File: config.mk
export PLATFORM = sky130hd
export DESIGN_NAME = shunt_power_calc_engine
export DESIGN_NICKNAME = d
export VERILOG_FILES = /design/src/shunt_power_pkg.sv /design/src/mul_div_unit.sv /design/src/irq_unit.sv /design/src/shunt_power_calc_engine.sv
export VERILOG_INCLUDE_DIRS = /design/src
export SDC_FILE = /design/constraint.sdc
export NUM_CORES = 1
export LEC_CHECK = 0
export BUFFER_PORTS_ARGS = -buffer_cell sky130_fd_sc_hd__buf_2
export CORE_AREA = 2 2 245 247
export DETAILED_ROUTE_END_ITERATION = 10
export DIE_AREA = 0 0 247 249
export PLACE_DENSITY_LB_ADDON = 0.1
export REMOVE_ABC_BUFFERS = 1
export SLEW_MARGIN = 10
export SYNTH_ARGS = -nofsm -noshare
export SYNTH_HDL_FRONTEND = slang
export SYNTH_SLANG_ARGS = --single-unit
File: constraint.sdc
create_clock -name clock_i -period 6.65 [get_ports clock_i]
set_input_delay 1.33 -clock clock_i [delete_from_list [all_inputs] [get_ports clock_i]]
set_output_delay 1.33 -clock clock_i [all_outputs]
set_load 0.03 [all_outputs]
File: src/shunt_power_params.svh
// Functional notes
// - Shunt full-scale is 40 mV, widened by gain divider x2, x4, x8 up to 320 mV.
// - Bus voltage range selects exactly 16 V or 32 V full-scale.
// - Gain divider setting divide-by-two gives an 80 mV shunt full-scale.
// - Shunt and bus resolution/averaging settings are independent fields.
// - Current and power results stay zero while calibration is unprogrammed.
// - With calibration set, current (04h) and power (03h) refresh per measurement.
// - Current equals shunt word times calibration, divided by 4096.
// - Power equals current result times bus voltage value, divided by 5000.
// - Bus word left-aligned; lowest data bit at bit three; count is 4 mV.
// - One shunt word count equals 10 microvolts.
// - Power count weight is fixed at 20 times the current step.
// - Conversion ready sets after conversions, averaging and, unless calibration is zero, both products finish.
// - Power-up: 12-bit, divide-by-eight gain, 32 V range, continuous both.
`ifndef SHUNT_POWER_PARAMS_SVH
`define SHUNT_POWER_PARAMS_SVH

// Register indices, byte address is four times the index
`define REG_CONFIG_IDX     6'h00
`define REG_SHUNT_IDX      6'h01
`define REG_BUS_IDX        6'h02
`define REG_POWER_IDX      6'h03
`define REG_CURRENT_IDX    6'h04
`define REG_CAL_IDX        6'h05
`define REG_STATUS_IDX     6'h06
`define REG_IRQ_STATUS_IDX 6'h07
`define REG_IRQ_MASK_IDX   6'h08

// Configuration fields
`define CFG_RESET          16'h399f
`define CFG_BUS_RANGE_BIT  13
`define CFG_GAIN_MSB       12
`define CFG_GAIN_LSB       11
`define CFG_BUS_ADC_MSB    10
`define CFG_BUS_ADC_LSB    7
`define CFG_SHUNT_ADC_MSB  6
`define CFG_SHUNT_ADC_LSB  3
`define CFG_MODE_MSB       2
`define CFG_MODE_LSB       0
`define CFG_MODE_CONT_BIT  2
`define CFG_MODE_BUS_BIT   1
`define CFG_MODE_SHUNT_BIT 0

// Scaling constants
`define SHUNT_FS_BASE      17'd4000
`define BUS_FS_16V         13'd4000
`define BUS_FS_32V         13'd8000
`define BUS_WORD_SHIFT     3
`define BUS_CR_BIT         1
`define BUS_OVF_BIT        0
`define CUR_DIVISOR        16'd4096
`define PWR_DIVISOR        16'd5000
`define CUR_MAX_MAG        32'd32767
`define PWR_MAX_MAG        32'd65535
`define CUR_POS_SAT        16'h7fff
`define CUR_NEG_SAT        16'h8000
`define PWR_SAT            16'hffff
`define DIV_LAST_STEP      6'd31
`define FULL_RES_ADC       2'h3

// Interrupt status bits
`define IRQ_CONV_READY_BIT 0
`define IRQ_MATH_OVF_BIT   1

`endif

File: src/shunt_power_pkg.sv
package shunt_power_pkg;

   typedef enum logic [2:0] {
      CALC_IDLE     = 3'b000,
      CALC_CUR_WAIT = 3'b010,
      CALC_PWR_WAIT = 3'b100,
      CALC_DONE     = 3'b101
   } calc_state_e;

   typedef struct packed {
      logic [15:0] cfg;
      logic [15:0] cal;
      logic [15:0] shunt_word;
      logic [12:0] bus_counts;
      logic [15:0] current;
      logic [15:0] power;
      logic        conv_ready;
      logic        math_ovf;
      logic        arm_shunt;
      logic        arm_bus;
      logic [22:0] sh_acc;
      logic [7:0]  sh_cnt;
      logic [20:0] bu_acc;
      logic [7:0]  bu_cnt;
      logic        calc_pend;
      calc_state_e state;
      logic        calc_start;
      logic [15:0] op_a;
      logic [15:0] op_b;
      logic [15:0] op_div;
      logic [15:0] rdata;
   } engine_s;

   typedef struct packed {
      logic        busy;
      logic        done;
      logic        neg;
      logic [5:0]  cnt;
      logic [31:0] dvd;
      logic [16:0] rem;
      logic [15:0] dv;
   } divider_s;

   typedef struct packed {
      logic [1:0] status;
      logic [1:0] mask;
   } irq_s;

endpackage : shunt_power_pkg

File: src/mul_div_unit.sv
`timescale 1ns/1ps
`default_nettype none
`include "shunt_power_params.svh"
module mul_div_unit (
   input  wire logic        clock_i,
   input  wire logic        resetn_i,
   input  wire logic        start_i,
   input  wire logic [15:0] a_i,
   input  wire logic [15:0] b_i,
   input  wire logic [15:0] divisor_i,
   output logic             done_o,
   output logic             neg_o,
   output logic [31:0]      quot_o
);
   import shunt_power_pkg::*;

   divider_s q, n;
   logic [15:0] a_mag;
   logic [16:0] rem_sh;

   // Signed-magnitude product, then restoring division one bit a cycle
   always_comb begin
      n = q;
      n.done = 1'b0;
      a_mag = a_i[15] ? 16'(-a_i) : a_i;
      rem_sh = {q.rem[15:0], q.dvd[31]};
      if (start_i && !q.busy) begin
         n.neg  = a_i[15];
         n.dvd  = 32'(a_mag) * 32'(b_i);
         n.rem  = 17'h0;
         n.dv   = divisor_i;
         n.cnt  = 6'h0;
         n.busy = 1'b1;
      end else if (q.busy) begin
         // Quotient of the magnitude, so the result truncates toward zero
         if (rem_sh >= {1'b0, q.dv}) begin
            n.rem = 17'(rem_sh - {1'b0, q.dv});
            n.dvd = {q.dvd[30:0], 1'b1};
         end else begin
            n.rem = rem_sh;
            n.dvd = {q.dvd[30:0], 1'b0};
         end
         n.cnt = 6'(q.cnt + 6'h1);
         if (q.cnt == `DIV_LAST_STEP) begin
            n.busy = 1'b0;
            n.done = 1'b1;
         end
      end
   end

   // State register
   always_ff @(posedge clock_i or negedge resetn_i) begin
      if (!resetn_i) begin
         q <= '0;
      end else begin
         q <= n;
      end
   end

   assign done_o = q.done;
   assign neg_o  = q.neg;
   assign quot_o = q.dvd;

endmodule : mul_div_unit
`default_nettype wire

File: src/irq_unit.sv
`timescale 1ns/1ps
`default_nettype none
module irq_unit (
   input  wire logic       clock_i,
   input  wire logic       resetn_i,
   input  wire logic [1:0] event_i,
   input  wire logic       clear_we_i,
   input  wire logic       mask_we_i,
   input  wire logic [1:0] wdata_i,
   output logic [1:0]      status_o,
   output logic [1:0]      mask_o,
   output logic            irq_o
);
   import shunt_power_pkg::*;

   irq_s q, n;

   // Write one to clear; a new event in the same cycle wins
   always_comb begin
      n = q;
      if (clear_we_i) begin
         n.status = q.status & ~wdata_i;
      end
      n.status = n.status | event_i;
      if (mask_we_i) begin
         n.mask = wdata_i;
      end
   end

   // State register
   always_ff @(posedge clock_i or negedge resetn_i) begin
      if (!resetn_i) begin
         q <= '0;
      end else begin
         q <= n;
      end
   end

   assign status_o = q.status;
   assign mask_o   = q.mask;
   assign irq_o    = |(q.status & q.mask);

endmodule : irq_unit
`default_nettype wire

File: src/shunt_power_calc_engine.sv
`timescale 1ns/1ps
`default_nettype none
`include "shunt_power_params.svh"
module shunt_power_calc_engine (
   input  wire logic        clock_i,
   input  wire logic        resetn_i,
   input  wire logic [7:0]  addr_i,
   input  wire logic [31:0] wdata_i,
   input  wire logic        we_i,
   input  wire logic        re_i,
   output logic [31:0]      rdata_o,
   input  wire logic [15:0] shunt_sample_i,
   input  wire logic        shunt_valid_i,
   input  wire logic [12:0] bus_sample_i,
   input  wire logic        bus_valid_i,
   output logic             conversion_ready_flag_o,
   output logic             irq_o
);
   import shunt_power_pkg::*;

   engine_s     q, n;
   logic        div_done;
   logic        div_neg;
   logic [31:0] div_quot;
   logic [1:0]  irq_event;
   logic [1:0]  irq_status;
   logic [1:0]  irq_mask;
   logic        irq_clear_we;
   logic        irq_mask_we;

   // Word-aligned register select
   function automatic logic reg_sel(input logic [7:0] a, input logic [5:0] idx);
      reg_sel = (a[1:0] == 2'b00) && (a[7:2] == idx);
   endfunction : reg_sel

   // Filter setting: {low bits dropped, averaging shift}
   function automatic logic [4:0] adc_decode(input logic [3:0] s);
      if (s[3]) begin
         adc_decode = {2'h0, s[2:0]};
      end else begin
         adc_decode = {2'(`FULL_RES_ADC - s[1:0]), 3'h0};
      end
   endfunction : adc_decode

   // Shunt full-scale in 10 uV counts for a gain setting
   function automatic logic [16:0] shunt_limit(input logic [1:0] g);
      shunt_limit = 17'(`SHUNT_FS_BASE << g);
   endfunction : shunt_limit

   // Clear the low bits that a reduced resolution does not keep
   function automatic logic [15:0] drop_low(input logic [15:0] v, input logic [1:0] k);
      drop_low = v & ~16'((16'h1 << k) - 16'h1);
   endfunction : drop_low

   // Clamp a signed shunt sample to the selected full-scale
   function automatic logic [15:0] shunt_clamp(input logic [15:0] s, input logic [16:0] lim);
      if ($signed({s[15], s}) > $signed(lim)) begin
         shunt_clamp = lim[15:0];
      end else if ($signed({s[15], s}) < -$signed(lim)) begin
         shunt_clamp = 16'(-lim);
      end else begin
         shunt_clamp = s;
      end
   endfunction : shunt_clamp

   // Bus word: counts left-aligned above the ready and overflow flags
   function automatic logic [15:0] bus_word(input logic [12:0] c, input logic rdy, input logic ovf);
      bus_word = {3'h0, c} << `BUS_WORD_SHIFT;
      bus_word[`BUS_CR_BIT]  = rdy;
      bus_word[`BUS_OVF_BIT] = ovf;
   endfunction : bus_word

   // Status word: ready flag and math overflow in the low bits
   function automatic logic [15:0] status_word(input logic rdy, input logic ovf);
      status_word = 16'h0;
      status_word[`IRQ_CONV_READY_BIT] = rdy;
      status_word[`IRQ_MATH_OVF_BIT]   = ovf;
   endfunction : status_word

   logic [4:0]  sh_dec;
   logic [4:0]  bu_dec;
   logic [15:0] sh_drop;
   logic [12:0] bu_drop;
   logic [16:0] sh_lim;
   logic [12:0] bu_lim;
   logic [15:0] sh_val;
   logic [12:0] bu_val;
   logic [22:0] sh_sum;
   logic [20:0] bu_sum;
   logic [7:0]  sh_next;
   logic [7:0]  bu_next;
   logic        sh_take;
   logic        bu_take;
   logic [2:0]  mode;
   logic [15:0] cur_res;
   logic        cur_ovf;

   always_comb begin
      n = q;
      n.calc_start = 1'b0;
      irq_event = 2'b00;
      mode = q.cfg[`CFG_MODE_MSB:`CFG_MODE_LSB];
      irq_clear_we = we_i && reg_sel(addr_i, `REG_IRQ_STATUS_IDX);
      irq_mask_we  = we_i && reg_sel(addr_i, `REG_IRQ_MASK_IDX);

      // Separate filter fields for each measurement
      sh_dec = adc_decode(q.cfg[`CFG_SHUNT_ADC_MSB:`CFG_SHUNT_ADC_LSB]);
      bu_dec = adc_decode(q.cfg[`CFG_BUS_ADC_MSB:`CFG_BUS_ADC_LSB]);

      // Gain divider widens the 40 mV base by 2, 4 or 8
      sh_lim = shunt_limit(q.cfg[`CFG_GAIN_MSB:`CFG_GAIN_LSB]);
      // Exactly two bus ranges, 4 mV per count
      bu_lim = q.cfg[`CFG_BUS_RANGE_BIT] ? `BUS_FS_32V : `BUS_FS_16V;

      // Resolution drops low bits, then clamp to the selected full-scale
      sh_drop = drop_low(shunt_sample_i, sh_dec[4:3]);
      bu_drop = 13'(drop_low({3'h0, bus_sample_i}, bu_dec[4:3]));
      sh_val  = shunt_clamp(sh_drop, sh_lim);
      bu_val = (bu_drop > bu_lim) ? bu_lim : bu_drop;

      // Register writes
      if (we_i && reg_sel(addr_i, `REG_CONFIG_IDX)) begin
         n.cfg = wdata_i[15:0];
         n.sh_acc = '0;
         n.sh_cnt = '0;
         n.bu_acc = '0;
         n.bu_cnt = '0;
         // Power-down and ADC-off writes leave the ready flag alone
         if (wdata_i[`CFG_MODE_BUS_BIT:`CFG_MODE_SHUNT_BIT] != 2'b00) begin
            n.conv_ready = 1'b0;
         end
         // Any triggered mode write arms a single shot
         n.arm_shunt = !wdata_i[`CFG_MODE_CONT_BIT] && wdata_i[`CFG_MODE_SHUNT_BIT];
         n.arm_bus   = !wdata_i[`CFG_MODE_CONT_BIT] && wdata_i[`CFG_MODE_BUS_BIT];
      end
      if (we_i && reg_sel(addr_i, `REG_CAL_IDX)) begin
         n.cal = wdata_i[15:0];
         if (wdata_i[15:0] == 16'h0) begin
            n.current = 16'h0;
            n.power   = 16'h0;
         end
      end

      // Register reads, data in the next cycle; status read clears ready
      n.rdata = 16'h0;
      if (re_i) begin
         case (1'b1)
            reg_sel(addr_i, `REG_CONFIG_IDX):     n.rdata = q.cfg;
            reg_sel(addr_i, `REG_SHUNT_IDX):      n.rdata = q.shunt_word;
            reg_sel(addr_i, `REG_BUS_IDX):        n.rdata = bus_word(q.bus_counts, q.conv_ready, q.math_ovf);
            reg_sel(addr_i, `REG_POWER_IDX):      n.rdata = q.power;
            reg_sel(addr_i, `REG_CURRENT_IDX):    n.rdata = q.current;
            reg_sel(addr_i, `REG_CAL_IDX):        n.rdata = q.cal;
            reg_sel(addr_i, `REG_STATUS_IDX):     n.rdata = status_word(q.conv_ready, q.math_ovf);
            reg_sel(addr_i, `REG_IRQ_STATUS_IDX): n.rdata = {14'h0, irq_status};
            reg_sel(addr_i, `REG_IRQ_MASK_IDX):   n.rdata = {14'h0, irq_mask};
            default:                              n.rdata = 16'h0;
         endcase
         if (reg_sel(addr_i, `REG_STATUS_IDX)) begin
            n.conv_ready = 1'b0;
         end
      end

      // Sample acceptance per mode
      sh_take = shunt_valid_i && mode[`CFG_MODE_SHUNT_BIT] && (mode[`CFG_MODE_CONT_BIT] || q.arm_shunt);
      bu_take = bus_valid_i && mode[`CFG_MODE_BUS_BIT] && (mode[`CFG_MODE_CONT_BIT] || q.arm_bus);
      sh_sum  = 23'(q.sh_acc + {{7{sh_val[15]}}, sh_val});
      bu_sum  = 21'(q.bu_acc + {8'h0, bu_val});
      sh_next = 8'(q.sh_cnt + 8'h1);
      bu_next = 8'(q.bu_cnt + 8'h1);

      // Shunt averaging
      if (sh_take) begin
         n.sh_acc = sh_sum;
         n.sh_cnt = sh_next;
         if (sh_next == 8'(8'h1 << sh_dec[2:0])) begin
            n.shunt_word = 16'(sh_sum >>> sh_dec[2:0]);
            n.sh_acc = '0;
            n.sh_cnt = '0;
            n.arm_shunt = 1'b0;
            if (!mode[`CFG_MODE_BUS_BIT]) begin
               n.calc_pend = 1'b1;
            end
         end
      end

      // Bus averaging closes the measurement cycle
      if (bu_take) begin
         n.bu_acc = bu_sum;
         n.bu_cnt = bu_next;
         if (bu_next == 8'(8'h1 << bu_dec[2:0])) begin
            n.bus_counts = 13'(bu_sum >> bu_dec[2:0]);
            n.bu_acc = '0;
            n.bu_cnt = '0;
            n.arm_bus = 1'b0;
            n.calc_pend = 1'b1;
         end
      end

      // Saturate the current quotient into a signed word
      cur_ovf = div_quot > `CUR_MAX_MAG;
      if (cur_ovf) begin
         cur_res = div_neg ? `CUR_NEG_SAT : `CUR_POS_SAT;
      end else begin
         cur_res = div_neg ? 16'(-div_quot[15:0]) : div_quot[15:0];
      end

      // Current and power calculation sequence
      case (q.state)
         CALC_IDLE: begin
            if (q.calc_pend) begin
               n.calc_pend = 1'b0;
               n.math_ovf = 1'b0;
               // Unprogrammed calibration skips both products
               if (n.cal == 16'h0) begin
                  n.current = 16'h0;
                  n.power   = 16'h0;
                  n.state   = CALC_DONE;
               end else begin
                  n.op_a = q.shunt_word;
                  n.op_b = n.cal;
                  n.op_div = `CUR_DIVISOR;
                  n.calc_start = 1'b1;
                  n.state = CALC_CUR_WAIT;
               end
            end
         end
         CALC_CUR_WAIT: begin
            if (div_done) begin
               n.current = (n.cal == 16'h0) ? 16'h0 : cur_res;
               n.math_ovf = cur_ovf;
               // Bus counts in 4 mV steps make power weigh 20 current steps
               n.op_a = cur_res;
               n.op_b = {3'h0, q.bus_counts};
               n.op_div = `PWR_DIVISOR;
               n.calc_start = 1'b1;
               n.state = CALC_PWR_WAIT;
            end
         end
         CALC_PWR_WAIT: begin
            if (div_done) begin
               // A zero calibration written mid-calculation still forces zero
               if (n.cal == 16'h0) begin
                  n.power = 16'h0;
               end else if (div_quot > `PWR_MAX_MAG) begin
                  n.power = `PWR_SAT;
                  n.math_ovf = 1'b1;
               end else begin
                  n.power = div_quot[15:0];
               end
               n.state = CALC_DONE;
            end
         end
         CALC_DONE: begin
            // Ready after both products, or directly with zero calibration; set beats a same-cycle clear
            n.conv_ready = 1'b1;
            irq_event[`IRQ_CONV_READY_BIT] = 1'b1;
            irq_event[`IRQ_MATH_OVF_BIT]   = q.math_ovf;
            n.state = CALC_IDLE;
         end
         default: begin
            n.state = CALC_IDLE;
         end
      endcase
   end

   // State register, power-up defaults
   always_ff @(posedge clock_i or negedge resetn_i) begin
      if (!resetn_i) begin
         q <= '0;
         q.cfg <= `CFG_RESET;
         q.state <= CALC_IDLE;
      end else begin
         q <= n;
      end
   end

   // Shared multiply and truncating divide
   mul_div_unit u_mul_div (
      .clock_i   (clock_i),
      .resetn_i  (resetn_i),
      .start_i   (q.calc_start),
      .a_i       (q.op_a),
      .b_i       (q.op_b),
      .divisor_i (q.op_div),
      .done_o    (div_done),
      .neg_o     (div_neg),
      .quot_o    (div_quot)
   );

   // Sticky event status with mask
   irq_unit u_irq (
      .clock_i    (clock_i),
      .resetn_i   (resetn_i),
      .event_i    (irq_event),
      .clear_we_i (irq_clear_we),
      .mask_we_i  (irq_mask_we),
      .wdata_i    (wdata_i[1:0]),
      .status_o   (irq_status),
      .mask_o     (irq_mask),
      .irq_o      (irq_o)
   );

   assign rdata_o = {16'h0, q.rdata};
   assign conversion_ready_flag_o = q.conv_ready;

endmodule : shunt_power_calc_engine
`default_nettype wire

### Yosys cells after proc, flatten, opt, wreduce, memory -nomap -nowiden

Cells that the tools add are included.

* $add $sub $neg: 14
* multipliers: 1
* divide/modulo/power cells: 0
* magnitude comparators: 6
* eq/ne operators: 20
* shifts and indexed selects: 7
* mux-type cells: 72
* bitwise logic cells: 8
* reductions and logical operators: 41

Operators with widths (count)
* two-way mux 16 bit: 19
* two-way mux 32 bit: 4
* two-way mux 55 bit: 2
* case mux 49 bit (2 select lines): 1
* case mux 16 bit (2 select lines): 2
* two-way mux 31 bit: 2
* two-way mux 62 bit: 1
* two-way mux 30 bit: 2
* two-way mux 53 bit: 1
* two-way mux 52 bit: 1
* two-way mux 49 bit: 1
* negation 16 bit: 3
* greater-than comparator 32 x 15 -> 1 bit (second input constant): 1
* greater-than comparator 32 x 16 -> 1 bit (second input constant): 1
* logical NOT 16 bit: 2
* multiplier 16 x 16 -> 32 bit: 1
* two-way mux 13 bit: 2
* == test 6 x 3 -> 1 bit (second input constant): 4
* adder 23 bit: 1
* >>> shifter 23 x 3 -> 16 bit: 1
* adder 21 x 13 -> 21 bit: 1
* >> shifter 21 x 3 -> 13 bit: 1
* logical AND 1 bit: 20
* two-way mux 1 bit: 20
* 49 further kinds: 75

* bits in registers: 303
* latch bits: 0
* bits in writable memories: 0
* memory bits (read-only): 0
* input port bits: 75
* output and inout port bits: 34
* logic and storage cells: 199
* memories kept: 0

### Longest topological paths before layout

* depth in word-level cells: 13
* depth in mapped cells: 31

### Cells and area by module

From an unflattened synthesis, not the netlist that was laid out.

* cells, all modules: 3178
* area total of the unflattened synthesis: 27865.5 um^2

Modules (own cells, without submodules)
* shunt_power_calc_engine: instances 1, cells an instance 1675, area an instance 14677.8 um^2, sequential area each 5292.6 um^2
* mul_div_unit: instances 1, cells an instance 1492, area an instance 13026.2 um^2, sequential area each 1826.8 um^2
* irq_unit: instances 1, cells an instance 11, area an instance 161.4 um^2, sequential area each 100.1 um^2

### Worst setup path before layout

No wires, ideal clock.

* kind: register to register
* from: register q[53] (netlist name)
* to: register u_mul_div.q, in the netlist u_mul_div.quot_o[30]
* library setup time: 0.126 ns
* arrival time: 7.089 ns
* data required time: 6.524 ns
* slack: -0.565 ns
* stages on the path, launching flop included: 25
* clock period less this slack: 7.215 ns
* cell sequence: dfrtp_1 -> nor4_1 -> nand3b_1 -> o41ai_1 -> xnor2_1 -> clkbuf_1 -> nand2_1 -> fa_1 -> fa_1 -> fa_1 -> inv_1 -> fa_1 -> fa_1 -> inv_1 -> fa_1 -> inv_1 -> ha_1 -> inv_1 -> o41ai_1 -> a21o_1 -> a221o_1 -> nand4_1 -> and4b_1 -> mux2i_1 -> a221o_1

* longest elaborated chain between the ends: 4

RTL lines
* start, declared: line shunt_power_calc_engine.sv:21 `engine_s q, n;`
* start signal, assigned: line shunt_power_calc_engine.sv:274 `q <= n;`
* negation 16 bit: line mul_div_unit.sv:25 `a_mag = a_i[15] ? 16'(-a_i) : a_i;`
* two-way mux 16 bit *: line mul_div_unit.sv:25
* multiplier 16 x 16 -> 32 bit *: line mul_div_unit.sv:29 `n.dvd = 32'(a_mag) * 32'(b_i);`
* two-way mux 55 bit *: line mul_div_unit.sv:27 `if (start_i && !q.busy) begin`
* end signal, assigned: line mul_div_unit.sv:56 `q <= n;`
* end, declared: line mul_div_unit.sv:17 `divider_s q, n;`

Mark *: on every way between the ends. The rest lies on a longest branch, timed or not.
A chain may end at the register's enable or synchronous reset.

### Worst setup path after layout

Ends and elaborated chain as after synthesis.

==> flow_summary.ini <==
[place]
numPortBuffers = 76
gp_congestion = 0.9199
dp_hpwl_mm = 59.15
dp.cells = 3853
dp_slack_ns = -0.8176

[final_layout]
syn_to_final_growth_pct = 15.91
multi_input_area_um2 = 17980
layout-drive-gt1-share = 0.1690
fill_cells = 5470
n_antenna_cell = 0
fin_nets = 3589
seqCellArea_um2 = 6870
layout.cells.non_filler = 3939

[floorplan]
initial_core_util = 0.4457
die-area_um2 = 61500
rows = 89
coreArea_um2 = 58690
fp.dieW_um = 247
ioPinCount = 109
die_h_um = 249

[outcome]
failed_checks = negative setup slack
status = finished, violations left

[synth]
synth-main-ff-cell = dfrtp_1
syn_avg_cell_area_um2 = 8.803
synth_edf_count = 0
yosysWarnings = 0
syn-cell-area_um2 = 26150
synthArstFlopShare = 1.000
synth.distinct_cells = 95
synth-seq-cells = 274
yosysSeqAreaShare = 0.2626
synth_cells = 2971

[route]
wl_met1_mm = 35.25
wl_met2_mm = 36.26
wl_met3_mm = 3.847
vias = 22310
firstDrtPassIters = 5
drt-vias-per-instance = 5.663
drc = 0
wl_mm = 77.43
drtIter0Drc = 1557
wire_per_inst_um = 19.66
top_layer_used = met4
final_antenna_net_count = 0

[sta]
slew_headroom = 0.1708
tightest_slew_ns = 1.237
period_share = 1.082
rsz0062_at_grt = yes
slew_violations = 0
skew_ns = 0.02989
post-route-min-period_ns = 7.193
fmax_ghz = 0.1390
finalSetupViolations = 18
post-route-worst-setup-slack_ns = -0.5433
hold_violations = 0

[worst_setup_path]
cpMaxStageDelayCell = fa_1
crit_fanout = 6
cp-end-kind = flop
r2r_setup_slack_ns = -0.54
rr_endpoint = u_mul_div.quot_o[30]$_DFFE_PN0P_
cp-start-kind = flop
reg2reg_from = q[53]$_DFFE_PN0P_
reg2reg_depth = 30
critical_path_class = flop to flop
critPathRequiredTime_ns = 7.08
critPathArrivalTime_ns = 7.62
slowest_delay_ns = 0.55
cpMostUsedCell = fa_1

[cts]
tritoncts = built
cts_buffers = 35
clk_latency_ns = 0.55
htreeDepth = 2
clockRootBuffer = clkbuf_16
ctsLongestPathBuffers = 3
clk_pin_slew_ns = 0.06
cts.sink_count = 274
postCtsHoldBufs = 0

[global_route]
grt.total_usage = 0.2520
grt_pass1_vias = 22210
antenna_found_initial = 2
grt_start_max_net_pins = 147
grt_overflow = 0
grt_pass1_wl_mm = 124.1

[hold_path]
hold_depth = 2
hold_class = flop to flop
min_to = q[25]$_DFFE_PN0P_
hp-start = q[25]$_DFFE_PN0P_

[job]
drv_cap = 0
==> kinds of logic (layout without fill, tap and decap cells) <==
family          count (synthesis)  after routing  share of synthesized area
buf+inv                       479            658                    0.07525
other cells                     2             18                  0.0002871
simple gates                  998            998                     0.1856
xor+xnor                      103            103                    0.03478
flops                         274            274                     0.2626
mux                            86             86                    0.03478
fa+ha+maj                     377            377                     0.2364
compound gates                652            652                     0.1702
==> worst max-delay path, delay by kind of cell (launching register included) <==
family	cells	cell delay, ns
DFF	1	0.39
and+or+nand+nor	5	0.67
buffers and inverters	8	0.85
AOI/OAI and AO/OA	8	1.73
xor gates and xnor gates	1	0.15
adders and majority gates	7	3.18
muxes	1	0.10
==> synthesized netlist by cell type (27+ instances only) <==
library cell | instances | share of area
mux2i_1 | 56 | 0.021
ha_1 | 179 | 0.086
xnor2_1 | 63 | 0.021
mux2_2 | 28 | 0.012
a21o_1 | 39 | 0.011
xor2_1 | 39 | 0.013
a21oi_1 | 117 | 0.022
inv_1 | 285 | 0.041
a22o_1 | 61 | 0.020
o21ai_0 | 144 | 0.028
buf_4 | 35 | 0.010
clkbuf_1 | 122 | 0.018
nor2_1 | 146 | 0.021
a31oi_1 | 27 | 0.0065
nand2_1 | 404 | 0.058
a22oi_1 | 46 | 0.013
nand2b_1 | 32 | 0.0077
and2_1 | 145 | 0.035
nand3_1 | 83 | 0.016
fa_1 | 196 | 0.15
dfrtp_1 | 264 | 0.25
nor3_1 | 29 | 0.0055
==> registers in the layout (all words and copies together), names as in the netlist <==
signal and count:
u_mul_div.q 25, u_mul_div.done_o 1, q 191, rdata_o 16
u_irq.mask_o 2, u_mul_div.neg_o 1, conversion_ready_flag_o 1, mode 3
u_irq.status_o 2, u_mul_div.quot_o 32
==> worst max-delay path by stage <==
| stage | from | end | slack, ns | cells after the start |
|---|---|---|---|---|
| 6_report | q[53]$_DFFE_PN0P_ | u_mul_div.quot_o[30]$_DFFE_PN0P_ | -0.54 | 30 |
| 5_1_grt | q[53]$_DFFE_PN0P_ | u_mul_div.quot_o[30]$_DFFE_PN0P_ | -0.83 | 29 |
| 4_1_cts | q[52]$_DFFE_PN0P_ | u_mul_div.quot_o[30]$_DFFE_PN0P_ | -0.55 | 28 |
| 3_5_place_dp | q[53]$_DFFE_PN0P_ | u_mul_div.quot_o[30]$_DFFE_PN0P_ | -0.82 | 29 |
| 3_3_place_gp | q[53]$_DFFE_PN0P_ | u_mul_div.quot_o[30]$_DFFE_PN0P_ | -0.73 | 29 |
| 2_1_floorplan | q[53]$_DFFE_PN0P_ | u_mul_div.quot_o[30]$_DFFE_PN0P_ | -0.75 | 23 |
==> routing by layer <==
| metal | GRT usage | up-vias |
|---|---|---|
| li1 | - | 10490 |
| met1 | 0.3612 | 11070 |
| met2 | 0.4054 | 630 |
| met3 | 0.02478 | 116 |
| met4 | 0.06833 | 0 |
| met5 | 0 | - |
==> area by class of cell <==
cell class,instances,share of cell area
Inverter,285,0.03529
Clock inverter,18,0.006356
Sequential cell,274,0.2266
Multi-Input combinational cell,2234,0.5932
Clock buffer,46,0.03224
Timing Repair Buffer,309,0.07434
Tap cell,773,0.03191
==> through the flow <==
step                hold WS [ns]  cell area [um^2]    util  TNS (ns)
floorplan                 0.4394             25320       -    -4.762
CTS                       0.4834             29780  0.5075    -5.746
global placement          0.4693             28340  0.4829    -7.682
detailed placement        0.4674             28340  0.4829    -9.685
finish                    0.4806             30310  0.5166    -4.771
global route              0.5066             30310  0.5166    -10.60
==> repair_timing <==
action                     4_1_cts  5_1_grt
pin swaps                       44       79
gates cloned                     0        0
gates resized for setup         47      103
buffers inserted                11       15
setup endpoints to repair       19       36
==> placed cells by master, fill, tap and decap left out, types with 107 or more instances in the layout <==
cell	count
nor2_1	144
fa_1	190
o21ai_0	123
dfrtp_1	263
buf_4	212
a21oi_1	107
and2_1	142
inv_1	276
ha_1	169
nand2_1	397
Power is left out: the tool's default activity adds up to more than one toggle a clock period on the data nets, which glitch-free logic cannot reach.
